===== src/rtl/tsa_consts.svh =====
`ifndef TSA_CONSTS_SVH
`define TSA_CONSTS_SVH

// Register indices; the byte address is four times the index
`define TSA_IDX_TEMP_MSB 6'h00
`define TSA_IDX_TEMP_LSB 6'h01
`define TSA_IDX_STATUS 6'h02
`define TSA_IDX_CONFIG 6'h03
`define TSA_IDX_HIGH_MSB 6'h04
`define TSA_IDX_HIGH_LSB 6'h05
`define TSA_IDX_LOW_MSB 6'h06
`define TSA_IDX_LOW_LSB 6'h07
`define TSA_IDX_CRIT_MSB 6'h08
`define TSA_IDX_CRIT_LSB 6'h09
`define TSA_IDX_HYST 6'h0A
`define TSA_IDX_ID 6'h0B

// Reset values
`define TSA_RST_CONFIG 8'h00
`define TSA_RST_HIGH 16'h2000
`define TSA_RST_LOW 16'h0500
`define TSA_RST_CRIT 16'h4980
`define TSA_RST_HYST 8'h05

// Configuration fields
`define TSA_CFG_FQ_LSB 0
`define TSA_CFG_FQ_MSB 1
`define TSA_CFG_INTMODE 4
`define TSA_CFG_MODE_LSB 5
`define TSA_CFG_MODE_MSB 6
`define TSA_CFG_RES16 7

// Status fields
`define TSA_STAT_LOW 4
`define TSA_STAT_HIGH 5
`define TSA_STAT_CRIT 6
`define TSA_STAT_RDY_N 7

// Hysteresis whole degrees to 16-bit code
`define TSA_HYST_SHIFT 7

// Timing
`define TSA_CLK_HZ 25000000
`define TSA_TICK_US 1000
`define TSA_TICK_CYCLES ((`TSA_CLK_HZ / 1000000) * `TSA_TICK_US)
`define TSA_CONV_MS 240
`define TSA_SPS_CONV_MS 60
`define TSA_SPS_IDLE_MS 940
`define TSA_WAKE_MS 1

`endif


===== src/rtl/tsa_pkg.sv =====
// Purpose: types for the sensor mode and alarm logic
// Assumes: constants live in tsa_consts.svh
// Notes: state codes are Gray along the usual path
package tsa_pkg;
  typedef enum logic [1:0] {
    TSA_MODE_NORMAL = 2'h0,
    TSA_MODE_ONESHOT = 2'h1,
    TSA_MODE_SPS = 2'h2,
    TSA_MODE_SHDN = 2'h3
  } tsa_mode_type;

  typedef enum logic [1:0] {
    TSA_ST_CONV = 2'h0,
    TSA_ST_IDLE = 2'h1,
    TSA_ST_SHDN = 2'h3,
    TSA_ST_WAKE = 2'h2
  } tsa_state_type;
endpackage


===== src/rtl/tsa_fault_queue.sv =====
// Purpose: consecutive fault counter qualifying one alarm
// Assumes: conv_end is a one-cycle pulse per finished conversion
// Notes: depth code 0..3 means 1..4 consecutive faults
module tsa_fault_queue
  import tsa_pkg::*;
(
  // Clock and reset
  input wire logic pclk,
  input wire logic presetn,
  // Control
  input wire logic hold_clear,
  input wire logic [1:0] depth,
  // Conversion events
  input wire logic conv_end,
  input wire logic fault,
  output logic qualified
);
  logic [1:0] cnt_q;

  // Qualify on enough consecutive faults
  assign qualified = conv_end && fault && (cnt_q >= depth);

  // Reset count on clean result
  // Count per conversion, clear in shutdown
  always_ff @(posedge pclk or negedge presetn) begin
    if (!presetn) begin
      cnt_q <= 2'h0;
    end else if (hold_clear) begin
      cnt_q <= 2'h0;
    end else if (conv_end) begin
      if (!fault) begin
        cnt_q <= 2'h0;
      end else if (cnt_q < depth) begin
        cnt_q <= cnt_q + 2'h1;
      end
    end
  end

  a_fault_resets_count: assert property (@(posedge pclk) disable iff (!presetn)
    conv_end && !fault && !hold_clear |=> cnt_q == 2'h0)
    else $error("fault count not cleared by clean result");

  a_qual_needs_depth: assert property (@(posedge pclk) disable iff (!presetn)
    conv_end && fault && !hold_clear && (cnt_q < depth) |-> !qualified ##1 cnt_q == $past(cnt_q) + 2'h1)
    else $error("alarm qualified before queue depth");

  a_shdn_clears_count: assert property (@(posedge pclk) disable iff (!presetn)
    hold_clear |=> cnt_q == 2'h0)
    else $error("fault count kept during shutdown");
endmodule


===== src/rtl/tsa_mode_alarm.sv =====
// Purpose: conversion mode sequencing, alarm pins, fault queue, result format
// Assumes: adc_code is the converter's 16-bit two's complement code, valid at
//   the end of each conversion; APB slave with registers at index * 4
// Notes: alarm pins are open drain and active low
// How it works
// Interrupt mode: any read clears both pins
// Comparator: mode write clears limit within hysteresis
// Comparator: mode write clears critical below hysteresis
// Once per second: 60 ms convert, 940 ms idle
// Mode code 10 selects once-per-second
// Mode code 11 shuts down, no conversions
// Mode code 00 leaves shutdown after 1 ms
// Leaving shutdown starts a conversion at once
// Shutdown keeps last result readable
// Config bits 1:0 pick queue depth 1..4
// Pins fire after enough consecutive faults
// A clean conversion zeroes the fault count
// Step 0.0625 in 13-bit, 1/128 in 16-bit
// Compare with critical, upper high; lower low
// 13-bit word; bits 2:0 hold event flags
// 16-bit puts result in bits 2:0; 13-bit default
// 13-bit result sits in bits 15:3
// 16-bit code is degrees times 128
// Host reads high byte then low byte
// Host drops bits 6:3 for 9-bit
// One-shot critical pin only after conversion ends
// Mode code 01 converts once then shuts down
// Power-up in continuous normal conversion
// Limit pin any limit; critical pin critical only
// Config bit 4 picks interrupt or comparator
// Fault count per conversion, cleared in shutdown
//
// Our own choices: the register offsets and the APB register port.
`include "tsa_consts.svh"

module tsa_mode_alarm
  import tsa_pkg::*;
#(
  parameter int TICK_CYCLES = `TSA_TICK_CYCLES,
  // Identity value is arbitrary
  parameter logic [7:0] ID_VALUE = 8'h5A
) (
  // Clock and reset
  input wire logic pclk,
  input wire logic presetn,
  // APB slave
  input wire logic psel,
  input wire logic penable,
  input wire logic pwrite,
  input wire logic [7:0] paddr,
  input wire logic [31:0] pwdata,
  output logic [31:0] prdata,
  output logic pready,
  output logic pslverr,
  // Converter
  input wire logic [15:0] adc_code,
  output logic adc_run,
  // Limit alarm pin, open drain
  output logic limit_alarm_pin_out,
  output logic limit_alarm_pin_oe,
  // Critical alarm pin, open drain
  output logic critical_alarm_pin_out,
  output logic critical_alarm_pin_oe
);
  localparam int TW = $clog2(TICK_CYCLES + 1);

  tsa_state_type state_q, state_d;
  logic [TW-1:0] tick_cnt_q;
  logic [9:0] ms_q, ms_target;
  logic tick, ms_done, restart;
  logic [7:0] cfg_q, hysteresis_value_q, lsb_hold_q, rdata;
  logic [15:0] thigh_q, lower_limit_q, critical_limit_q, temp_q;
  logic [3:0] stat_q;
  logic msb_read_q, pready_q, pslverr_q, adc_run_q, od_level_q;
  logic [31:0] prdata_q;
  logic lim_act_q, crit_act_q;
  logic setup, access, wr_en, rd_en, mapped, mode_wr, conv_end;
  logic [5:0] idx;
  tsa_mode_type mode, new_mode;
  logic res16, int_mode;
  logic signed [16:0] code_s, stored_s, high_s, low_s, crit_s, hyst_s;
  logic fault_hi, fault_lo, fault_cr, within_lim, within_crit;
  logic lim_qual, crit_qual, in_shdn;

  assign mode = tsa_mode_type'(cfg_q[`TSA_CFG_MODE_MSB:`TSA_CFG_MODE_LSB]);
  assign new_mode = tsa_mode_type'(pwdata[`TSA_CFG_MODE_MSB:`TSA_CFG_MODE_LSB]);
  assign res16 = cfg_q[`TSA_CFG_RES16];
  assign int_mode = cfg_q[`TSA_CFG_INTMODE];
  assign in_shdn = (state_q == TSA_ST_SHDN);

  // APB decode
  assign idx = paddr[7:2];
  assign setup = psel && !penable;
  assign access = psel && penable && pready_q;
  assign wr_en = access && pwrite;
  assign rd_en = access && !pwrite;
  assign mode_wr = wr_en && mapped && (idx == `TSA_IDX_CONFIG);

  always_comb begin
    mapped = (paddr[1:0] == 2'h0) && (idx <= `TSA_IDX_ID);
  end

  // Mask flag bits in 13-bit resolution
  function automatic logic signed [16:0] fmt(input logic [15:0] v, input logic r16);
    fmt = r16 ? {v[15], v} : {v[15], v[15:3], 3'h0};
  endfunction

  // Upper and critical high, lower low
  always_comb begin
    code_s = fmt(adc_code, res16);
    stored_s = fmt(temp_q, res16);
    high_s = fmt(thigh_q, res16);
    low_s = fmt(lower_limit_q, res16);
    crit_s = fmt(critical_limit_q, res16);
    hyst_s = {6'h00, hysteresis_value_q[3:0], 7'h00};
    fault_hi = code_s > high_s;
    fault_lo = code_s < low_s;
    fault_cr = code_s > crit_s;
    within_lim = (stored_s < high_s - hyst_s) && (stored_s > low_s + hyst_s);
    within_crit = stored_s < crit_s - hyst_s;
  end

  // Millisecond tick divider, realigned on each state entry
  assign tick = (tick_cnt_q == TW'(TICK_CYCLES - 1));
  // Reaching or passing the target ends the phase, so a shorter target set mid-phase cannot wrap
  assign ms_done = tick && (ms_q >= ms_target - 10'h001);
  assign conv_end = (state_q == TSA_ST_CONV) && ms_done;

  always_comb begin
    ms_target = 10'(`TSA_CONV_MS);
    case (state_q)
      // Short conversion in once-per-second mode
      TSA_ST_CONV: ms_target = (mode == TSA_MODE_SPS) ? 10'(`TSA_SPS_CONV_MS) : 10'(`TSA_CONV_MS);
      TSA_ST_IDLE: ms_target = 10'(`TSA_SPS_IDLE_MS);
      TSA_ST_WAKE: ms_target = 10'(`TSA_WAKE_MS);
      default: ms_target = 10'(`TSA_CONV_MS);
    endcase
  end

  always_ff @(posedge pclk or negedge presetn) begin
    if (!presetn) begin
      tick_cnt_q <= '0;
      ms_q <= 10'h000;
    end else if (restart || in_shdn) begin
      tick_cnt_q <= '0;
      ms_q <= 10'h000;
    end else if (tick) begin
      tick_cnt_q <= '0;
      ms_q <= ms_q + 10'h001;
    end else begin
      tick_cnt_q <= tick_cnt_q + TW'(1);
    end
  end

  // Mode sequencer
  always_comb begin
    state_d = state_q;
    if (mode_wr) begin
      case (new_mode)
        // Shut down at once
        TSA_MODE_SHDN: state_d = TSA_ST_SHDN;
        // Start a single conversion
        TSA_MODE_ONESHOT: state_d = TSA_ST_CONV;
        // Leave shutdown through the wake delay
        default: state_d = in_shdn ? TSA_ST_WAKE : state_q;
      endcase
    end else begin
      case (state_q)
        TSA_ST_CONV: begin
          if (ms_done) begin
            // Next step per mode
            case (mode)
              TSA_MODE_NORMAL: state_d = TSA_ST_CONV;
              TSA_MODE_SPS: state_d = TSA_ST_IDLE;
              default: state_d = TSA_ST_SHDN;
            endcase
          end
        end
        TSA_ST_IDLE: begin
          if (ms_done) begin
            state_d = TSA_ST_CONV;
          end
        end
        TSA_ST_WAKE: begin
          // Conversion right after wake
          if (ms_done) begin
            state_d = TSA_ST_CONV;
          end
        end
        default: state_d = TSA_ST_SHDN;
      endcase
    end
  end

  assign restart = (state_d != state_q) || ms_done || (mode_wr && new_mode == TSA_MODE_ONESHOT);

  always_ff @(posedge pclk or negedge presetn) begin
    if (!presetn) begin
      state_q <= TSA_ST_CONV;
      adc_run_q <= 1'b1;
    end else begin
      state_q <= state_d;
      adc_run_q <= (state_d == TSA_ST_CONV);
    end
  end

  // Result only changes at conversion end
  // Result word layout
  always_ff @(posedge pclk or negedge presetn) begin
    if (!presetn) begin
      temp_q <= 16'h0000;
    end else if (conv_end) begin
      temp_q <= res16 ? adc_code : {adc_code[15:3], fault_cr, fault_hi, fault_lo};
    end
  end

  // Configuration and setpoint registers
  always_ff @(posedge pclk or negedge presetn) begin
    if (!presetn) begin
      cfg_q <= `TSA_RST_CONFIG;
      thigh_q <= `TSA_RST_HIGH;
      lower_limit_q <= `TSA_RST_LOW;
      critical_limit_q <= `TSA_RST_CRIT;
      hysteresis_value_q <= `TSA_RST_HYST;
    end else if (wr_en && mapped) begin
      if (idx == `TSA_IDX_CONFIG) begin
        cfg_q <= pwdata[7:0];
      end else if (idx == `TSA_IDX_HIGH_MSB) begin
        thigh_q[15:8] <= pwdata[7:0];
      end else if (idx == `TSA_IDX_HIGH_LSB) begin
        thigh_q[7:0] <= pwdata[7:0];
      end else if (idx == `TSA_IDX_LOW_MSB) begin
        lower_limit_q[15:8] <= pwdata[7:0];
      end else if (idx == `TSA_IDX_LOW_LSB) begin
        lower_limit_q[7:0] <= pwdata[7:0];
      end else if (idx == `TSA_IDX_CRIT_MSB) begin
        critical_limit_q[15:8] <= pwdata[7:0];
      end else if (idx == `TSA_IDX_CRIT_LSB) begin
        critical_limit_q[7:0] <= pwdata[7:0];
      end else if (idx == `TSA_IDX_HYST) begin
        hysteresis_value_q <= pwdata[7:0];
      end
    end
  end

  // Status: ready flag and sticky event flags, set wins over clear
  always_ff @(posedge pclk or negedge presetn) begin
    if (!presetn) begin
      stat_q <= 4'h8;
    end else begin
      if (conv_end) begin
        stat_q[3] <= 1'b0;
      end else if ((rd_en && mapped && idx <= `TSA_IDX_TEMP_LSB) ||
                   (mode_wr && (mode == TSA_MODE_ONESHOT || mode == TSA_MODE_SPS))) begin
        stat_q[3] <= 1'b1;
      end
      if (conv_end && (fault_cr || fault_hi || fault_lo)) begin
        stat_q[2:0] <= stat_q[2:0] | {fault_cr, fault_hi, fault_lo};
      end else if (rd_en && mapped && idx == `TSA_IDX_STATUS) begin
        stat_q[2:0] <= 3'h0;
      end
    end
  end

  // Low byte is frozen when the high byte is read, keeping the pair coherent
  always_ff @(posedge pclk or negedge presetn) begin
    if (!presetn) begin
      lsb_hold_q <= 8'h00;
      msb_read_q <= 1'b0;
    end else if (rd_en && mapped && idx == `TSA_IDX_TEMP_MSB) begin
      lsb_hold_q <= temp_q[7:0];
      msb_read_q <= 1'b1;
    end else if (rd_en) begin
      msb_read_q <= 1'b0;
    end
  end

  // Read mux
  always_comb begin
    rdata = 8'h00;
    if (idx == `TSA_IDX_TEMP_MSB) begin
      rdata = temp_q[15:8];
    end else if (idx == `TSA_IDX_TEMP_LSB) begin
      rdata = msb_read_q ? lsb_hold_q : temp_q[7:0];
    end else if (idx == `TSA_IDX_STATUS) begin
      rdata = {stat_q, 4'h0};
    end else if (idx == `TSA_IDX_CONFIG) begin
      rdata = cfg_q;
    end else if (idx == `TSA_IDX_HIGH_MSB) begin
      rdata = thigh_q[15:8];
    end else if (idx == `TSA_IDX_HIGH_LSB) begin
      rdata = thigh_q[7:0];
    end else if (idx == `TSA_IDX_LOW_MSB) begin
      rdata = lower_limit_q[15:8];
    end else if (idx == `TSA_IDX_LOW_LSB) begin
      rdata = lower_limit_q[7:0];
    end else if (idx == `TSA_IDX_CRIT_MSB) begin
      rdata = critical_limit_q[15:8];
    end else if (idx == `TSA_IDX_CRIT_LSB) begin
      rdata = critical_limit_q[7:0];
    end else if (idx == `TSA_IDX_HYST) begin
      rdata = hysteresis_value_q;
    end else if (idx == `TSA_IDX_ID) begin
      rdata = ID_VALUE;
    end
  end

  // Zero-wait answer prepared in the setup cycle
  always_ff @(posedge pclk or negedge presetn) begin
    if (!presetn) begin
      pready_q <= 1'b0;
      pslverr_q <= 1'b0;
      prdata_q <= 32'h00000000;
    end else begin
      pready_q <= setup;
      if (setup) begin
        pslverr_q <= !mapped;
        prdata_q <= (mapped && !pwrite) ? {24'h000000, rdata} : 32'h00000000;
      end
    end
  end

  // Queue depth from config bits 1:0
  // Limit queue sees any limit, critical queue only critical
  tsa_fault_queue u_lim_queue (
    .pclk(pclk),
    .presetn(presetn),
    .hold_clear(in_shdn),
    .depth(cfg_q[`TSA_CFG_FQ_MSB:`TSA_CFG_FQ_LSB]),
    .conv_end(conv_end),
    .fault(fault_hi || fault_lo || fault_cr),
    .qualified(lim_qual)
  );

  tsa_fault_queue u_crit_queue (
    .pclk(pclk),
    .presetn(presetn),
    .hold_clear(in_shdn),
    .depth(cfg_q[`TSA_CFG_FQ_MSB:`TSA_CFG_FQ_LSB]),
    .conv_end(conv_end),
    .fault(fault_cr),
    .qualified(crit_qual)
  );

  // Interrupt or comparator clear, qualified set wins
  // Clear conditions per mode
  // Pins only set at conversion end
  always_ff @(posedge pclk or negedge presetn) begin
    if (!presetn) begin
      lim_act_q <= 1'b0;
      crit_act_q <= 1'b0;
    end else begin
      if (lim_qual) begin
        lim_act_q <= 1'b1;
      end else if (int_mode ? rd_en : (mode_wr && within_lim)) begin
        lim_act_q <= 1'b0;
      end
      if (crit_qual) begin
        crit_act_q <= 1'b1;
      end else if (int_mode ? rd_en : (mode_wr && within_crit)) begin
        crit_act_q <= 1'b0;
      end
    end
  end

  // Open drain never drives high
  always_ff @(posedge pclk or negedge presetn) begin
    if (!presetn) begin
      od_level_q <= 1'b0;
    end else begin
      od_level_q <= 1'b0;
    end
  end

  assign prdata = prdata_q;
  assign pready = pready_q;
  assign pslverr = pslverr_q;
  assign adc_run = adc_run_q;
  assign limit_alarm_pin_out = od_level_q;
  assign limit_alarm_pin_oe = lim_act_q;
  assign critical_alarm_pin_out = od_level_q;
  assign critical_alarm_pin_oe = crit_act_q;

  a_int_read_clear: assert property (@(posedge pclk) disable iff (!presetn)
    int_mode && rd_en && !lim_qual && !crit_qual |=> !lim_act_q && !crit_act_q)
    else $error("interrupt mode read left a pin active");

  a_cmp_limit_clear: assert property (@(posedge pclk) disable iff (!presetn)
    !int_mode && mode_wr && within_lim && !lim_qual |=> !lim_act_q)
    else $error("comparator mode write did not clear limit pin");

  a_cmp_crit_clear: assert property (@(posedge pclk) disable iff (!presetn)
    !int_mode && mode_wr && within_crit && !crit_qual |=> !crit_act_q)
    else $error("comparator mode write did not clear critical pin");

  a_sps_idle_after: assert property (@(posedge pclk) disable iff (!presetn)
    conv_end && mode == TSA_MODE_SPS && !mode_wr |=> state_q == TSA_ST_IDLE && !adc_run)
    else $error("once per second mode did not idle after conversion");

  a_shdn_no_conv: assert property (@(posedge pclk) disable iff (!presetn)
    in_shdn && !mode_wr |=> !adc_run && in_shdn)
    else $error("conversion ran during shutdown");

  a_wake_starts_conv: assert property (@(posedge pclk) disable iff (!presetn)
    state_q == TSA_ST_WAKE && ms_done && !mode_wr |=> state_q == TSA_ST_CONV && adc_run)
    else $error("no conversion after leaving shutdown");

  a_shdn_keeps_result: assert property (@(posedge pclk) disable iff (!presetn)
    in_shdn |=> $stable(temp_q))
    else $error("result changed during shutdown");

  a_flags_in_result: assert property (@(posedge pclk) disable iff (!presetn)
    conv_end && !res16 |=> temp_q[2:0] == {$past(fault_cr), $past(fault_hi), $past(fault_lo)})
    else $error("13-bit result flags wrong");

  a_result_16bit: assert property (@(posedge pclk) disable iff (!presetn)
    conv_end && res16 |=> temp_q == $past(adc_code))
    else $error("16-bit result not stored whole");

  a_oneshot_shdn: assert property (@(posedge pclk) disable iff (!presetn)
    conv_end && mode == TSA_MODE_ONESHOT && !mode_wr |=> in_shdn)
    else $error("one-shot did not shut down after conversion");

  a_crit_set_only_end: assert property (@(posedge pclk) disable iff (!presetn)
    $rose(crit_act_q) |-> $past(conv_end) && $past(fault_cr))
    else $error("critical pin rose outside a conversion end");

  c_int_clear: cover property (@(posedge pclk) disable iff (!presetn)
    int_mode && lim_act_q ##1 rd_en ##1 !lim_act_q);
  c_oneshot: cover property (@(posedge pclk) disable iff (!presetn)
    mode == TSA_MODE_ONESHOT && conv_end ##1 in_shdn);
  c_sps_idle: cover property (@(posedge pclk) disable iff (!presetn)
    state_q == TSA_ST_IDLE && ms_done);
  c_wake: cover property (@(posedge pclk) disable iff (!presetn)
    state_q == TSA_ST_WAKE ##1 state_q == TSA_ST_CONV);
endmodule


===== config.mk =====
export PLATFORM = sky130hd
export DESIGN_NAME = tsa_mode_alarm
export DESIGN_NICKNAME = d
export VERILOG_FILES = /design/src/rtl/tsa_pkg.sv /design/src/rtl/tsa_fault_queue.sv /design/src/rtl/tsa_mode_alarm.sv
export VERILOG_INCLUDE_DIRS = /design/src /design/src/rtl
export SDC_FILE = /design/constraint.sdc
export NUM_CORES = 1
export LEC_CHECK = 0
export ABC_AREA = 1
export ABC_CLOCK_PERIOD_IN_PS = 8700
export CORE_MARGIN = 2
export CORE_UTILIZATION = 35
export DETAILED_ROUTE_END_ITERATION = 8
export DONT_BUFFER_PORTS = 1
export PLACE_DENSITY = 0.52
export SETUP_SLACK_MARGIN = 0.02
export SYNTH_ARGS = -nofsm -noshare
export SYNTH_HDL_FRONTEND = slang
export SYNTH_SLANG_ARGS = --single-unit

===== constraint.sdc =====
create_clock -name pclk -period 8.7 [get_ports pclk]
set_clock_uncertainty 0.1 [all_clocks]
set_input_delay 1.74 -clock pclk [delete_from_list [all_inputs] [get_ports pclk]]
set_output_delay 1.74 -clock pclk [all_outputs]
set_load 0.02 [all_outputs]

==> results.sh <==
export IMPL_antenna_found_initial=0
export IMPL_synthArstFlopShare_pct=100
export IMPL_synth_area_per_cell_um2=7.63
export IMPL_cts_sinks=137
export IMPL_num_nets_final=1555
export IMPL_die_y_um=176
export IMPL_holdCritPathClass="register to register"
export IMPL_r2r_start="state_q[0]$_DFF_PN0_"
export IMPL_syn_area_um2=10400
export IMPL_core_area_um2=29400
export IMPL_num_fill_cells=3087
export IMPL_power_frac_clock_pct=41.5
export IMPL_area_growth_pct=8.71
export IMPL_post_route_min_period_ns=4.18
export IMPL_dr_pass1_iters=5
export IMPL_portBuffers=0
export IMPL_clock_latency_ns=0.43
export IMPL_required_ns=8.98
export IMPL_track_usage_pct=20.5
export IMPL_start_util_pct=35.3
export IMPL_status="completed"
export IMPL_fin_crit_sh_pct=48.0
export IMPL_tritoncts="yes"
export IMPL_gp_routability_congestion=0.928
export IMPL_cellPowerDensity_nw_per_um2=161
export IMPL_grt_max_degree=138
export IMPL_io_pins=100
export IMPL_max_cap_viol_count=0
export IMPL_hold_path_end="tick_cnt_q[0]$_DFF_PN0_"
export IMPL_worst_pin_slew_ns=1.00
export IMPL_synth_top_area_cell="dfrtp_1"
export IMPL_clk_pin_slew_ns=0.07
export IMPL_switching_power_w=0.000605
export IMPL_grt_overflow=0
export IMPL_synth_area_leaders="dfrtp_1 (30%), ha_1 (16%), nand2_1 (12%), o21ai_0 (6.2%), inv_1 (6.2%)"
export IMPL_vias=8815
export IMPL_wire_per_inst_um=17.4
export IMPL_hold_viol_final=0
export IMPL_pwr_share_seq_pct=37.2
export IMPL_end_kind="register"
export IMPL_htreeDepth=4
export IMPL_yosysWarnings=0
export IMPL_cp_max_fo=25
export IMPL_setup_worst_path_start="state_q[0]$_DFF_PN0_"
export IMPL_synth_top_cell_area_share_pct=30.4
export IMPL_ctsHoldBuffers=0
export IMPL_regToRegEndpoint="critical_alarm_pin_oe$_DFFE_PN0P_"
export IMPL_holdCritStartpoint="tick_cnt_q[0]$_DFF_PN0_"
export IMPL_rsz0062_at_grt="false"
export IMPL_place_detailed_hpwl_mm=24.1
export IMPL_vias_per_cell=5.01
export IMPL_whs_path_depth=1
export IMPL_reg2reg_slack_ns=4.52
export IMPL_drt_iter0_markers=659
export IMPL_syn_inst=1359
export IMPL_drv_slew=0
export IMPL_tns_ns=0
export IMPL_cp_start_kind="register"
export IMPL_cts_made_buffers=17
export IMPL_postCtsSetupBuffers=0
export IMPL_synthFlopType="dfrtp_1"
export IMPL_fp_row_count=63
export IMPL_grt_pass1_vias=8396
export IMPL_ir_worst_vdd_mv=0.139
export IMPL_finalSetupViolCount=0
export IMPL_relSlewSlack_pct=32.7
export IMPL_synth_edf_count=0
export IMPL_ys_ff_latch=137
export IMPL_drive_gt1_share_pct=5.76
export IMPL_cts_root_buf="clkbuf_16"
export IMPL_dieWidth_um=176
export IMPL_combPwrFrac_pct=21.3
export IMPL_grt_first_pass_wirelength_mm=48.1
export IMPL_max_freq_ghz=0.239
export IMPL_p_int_w=0.00121
export IMPL_critPathKind="register to register"
export IMPL_antenna_left=0
export IMPL_die_area_um2=31000
export IMPL_n_antenna_cell=0
export IMPL_cts_resized=0
export IMPL_clk_path_buf_depth=2
export IMPL_reg2regPathDepth=15
export IMPL_arrival_ns=4.45
export IMPL_drc=0
export IMPL_synth_seq_area_share_pct=33.2
export IMPL_wl_mm=30.7
export IMPL_synth_cell_type_count=54
export IMPL_switching_share_pct=33.3
export IMPL_power_leakage_nw=5.12
export IMPL_hold_ws_ns=0.361
-- cell usage after synthesis, types with 4 or more instances --
library cell and n:
o211ai_1 10, nor3_1 15, o21ai_0 129, inv_2 5
a211oi_1 7, ha_1 133, a31oi_1 4, nand3_1 58
nor2_1 93, inv_1 171, o2111ai_1 7, nor2_4 12
clkbuf_1 17, buf_4 26, o22ai_1 7, nand2_1 337
dfstp_2 11, xnor2_1 8, a21o_1 4, dfrtp_1 126
nor2_2 4, a21oi_1 73, nand4_1 19, xor2_1 32
-- logic make-up after synthesis --
family / count (synthesis) / share of synthesized area, %
other: 1 / 0.0361
and+or+nand+nor: 562 / 23.7
DFF: 137 / 33.2
xor gates and xnor gates: 40 / 3.38
AOI/OAI and AO/OA: 257 / 13.7
buffers and inverters: 226 / 9.30
adders and majority gates: 136 / 16.6
-- through the flow --
| step | worst slack (ns) | total power (W) | std cells | instance area (µm²) | utilization, % |
|---|---|---|---|---|---|
| after floorplan | 5.35 | 0.00102 | 1384 | 10500 | - |
| after global placement | 4.51 | 0.00107 | 1729 | 10700 | 36.3 |
| final | 4.52 | 0.00182 | 1761 | 11300 | 38.4 |
| after detailed placement | 4.55 | 0.00108 | 1729 | 10700 | 36.3 |
| after CTS | 4.52 | 0.00184 | 1761 | 11300 | 38.4 |
| after global routing | 4.10 | 0.00192 | 1761 | 11300 | 38.4 |
-- state kept, by name, indices dropped and copies added (netlist names), 2 cells and up --
name / flops
lsb_hold_q: 8
cfg_q: 8
prdata: 8
hysteresis_value_q: 8
lower_limit_q: 16
thigh_q: 16
tick_cnt_q: 15
stat_q: 4
ms_q: 10
state_q: 2
u_crit_queue.cnt_q: 2
temp_q: 16
u_lim_queue.cnt_q: 2
critical_limit_q: 16
-- layer usage --
layer  share of wire, %  track usage [%]  vias up
li1                   -                -     4435
met1                 48             28.5     4151
met2                 45             32.6      193
met3                5.2             3.75       36
met4                2.0             5.85        0
met5                  0                0        -
-- power by group through the flow --
stage / clock [W] / sequential [W] / combinational [W]
6_report: 0.000754 / 0.000675 / 0.000386
5_1_grt: 0.000795 / 0.000677 / 0.000446
4_1_cts: 0.000768 / 0.000675 / 0.000392
3_5_place_dp: 0 / 0.000686 / 0.000390
3_3_place_gp: 0 / 0.000687 / 0.000386
2_1_floorplan: 0 / 0.000683 / 0.000337
-- critical path: stages, from the launching register on --
cell      delay [ns]
dfrtp_1         0.45
inv_1           0.25
ha_1            0.28
a31oi_1         0.11
ha_1            0.20
xor2_1          0.14
ha_1            0.27
nand2_1         0.08
nor2_1          0.11
nand3_1         0.08
nand4_1         0.21
nand2_1         0.14
nor2_2          0.71
clkinv_1        0.52
nor3b_1         0.35
a31o_1          0.13
-- cell type report --
cell class | count | area [µm²] | share of cell area, %
Timing Repair Buffer | 1 | 7.51 | 0.0666
Sequential cell | 137 | 3440 | 30.5
Clock inverter | 12 | 141 | 1.25
Multi-Input combinational cell | 1021 | 6060 | 53.7
Clock buffer | 20 | 457 | 4.05
Tap cell | 390 | 488 | 4.33
Inverter | 180 | 681 | 6.04
-- layout by cell type (no fill, tap or decap), types with 8 or more instances in the layout --
master     netlist  final
dfrtp_1        126    126
nand4_1         19     19
nand2_1        337    337
a21oi_1         73     73
nor2_4          12     12
nor3_1          15     15
o211ai_1        10     10
xnor2_1          8      8
conb_1           1     26
nor2_1          93     93
inv_1          171    171
o21ai_0        129    129
nand3_1         58     58
clkbuf_16        0     17
dfstp_2         11     11
ha_1           133    133
xor2_1          32     32
-- worst max path at each step --
stage                                              to  slack (ns)  cells past startpoint
CTS                 critical_alarm_pin_oe$_DFFE_PN0P_        4.52                     15
finish              critical_alarm_pin_oe$_DFFE_PN0P_        4.52                     15
detailed placement  critical_alarm_pin_oe$_DFFE_PN0P_        4.55                     15
global route        critical_alarm_pin_oe$_DFFE_PN0P_        4.10                     15
floorplan                    tick_cnt_q[10]$_DFF_PN0_        5.35                     12
global placement    critical_alarm_pin_oe$_DFFE_PN0P_        4.51                     15
No activity file was read; power rests on OpenSTA's default activity.
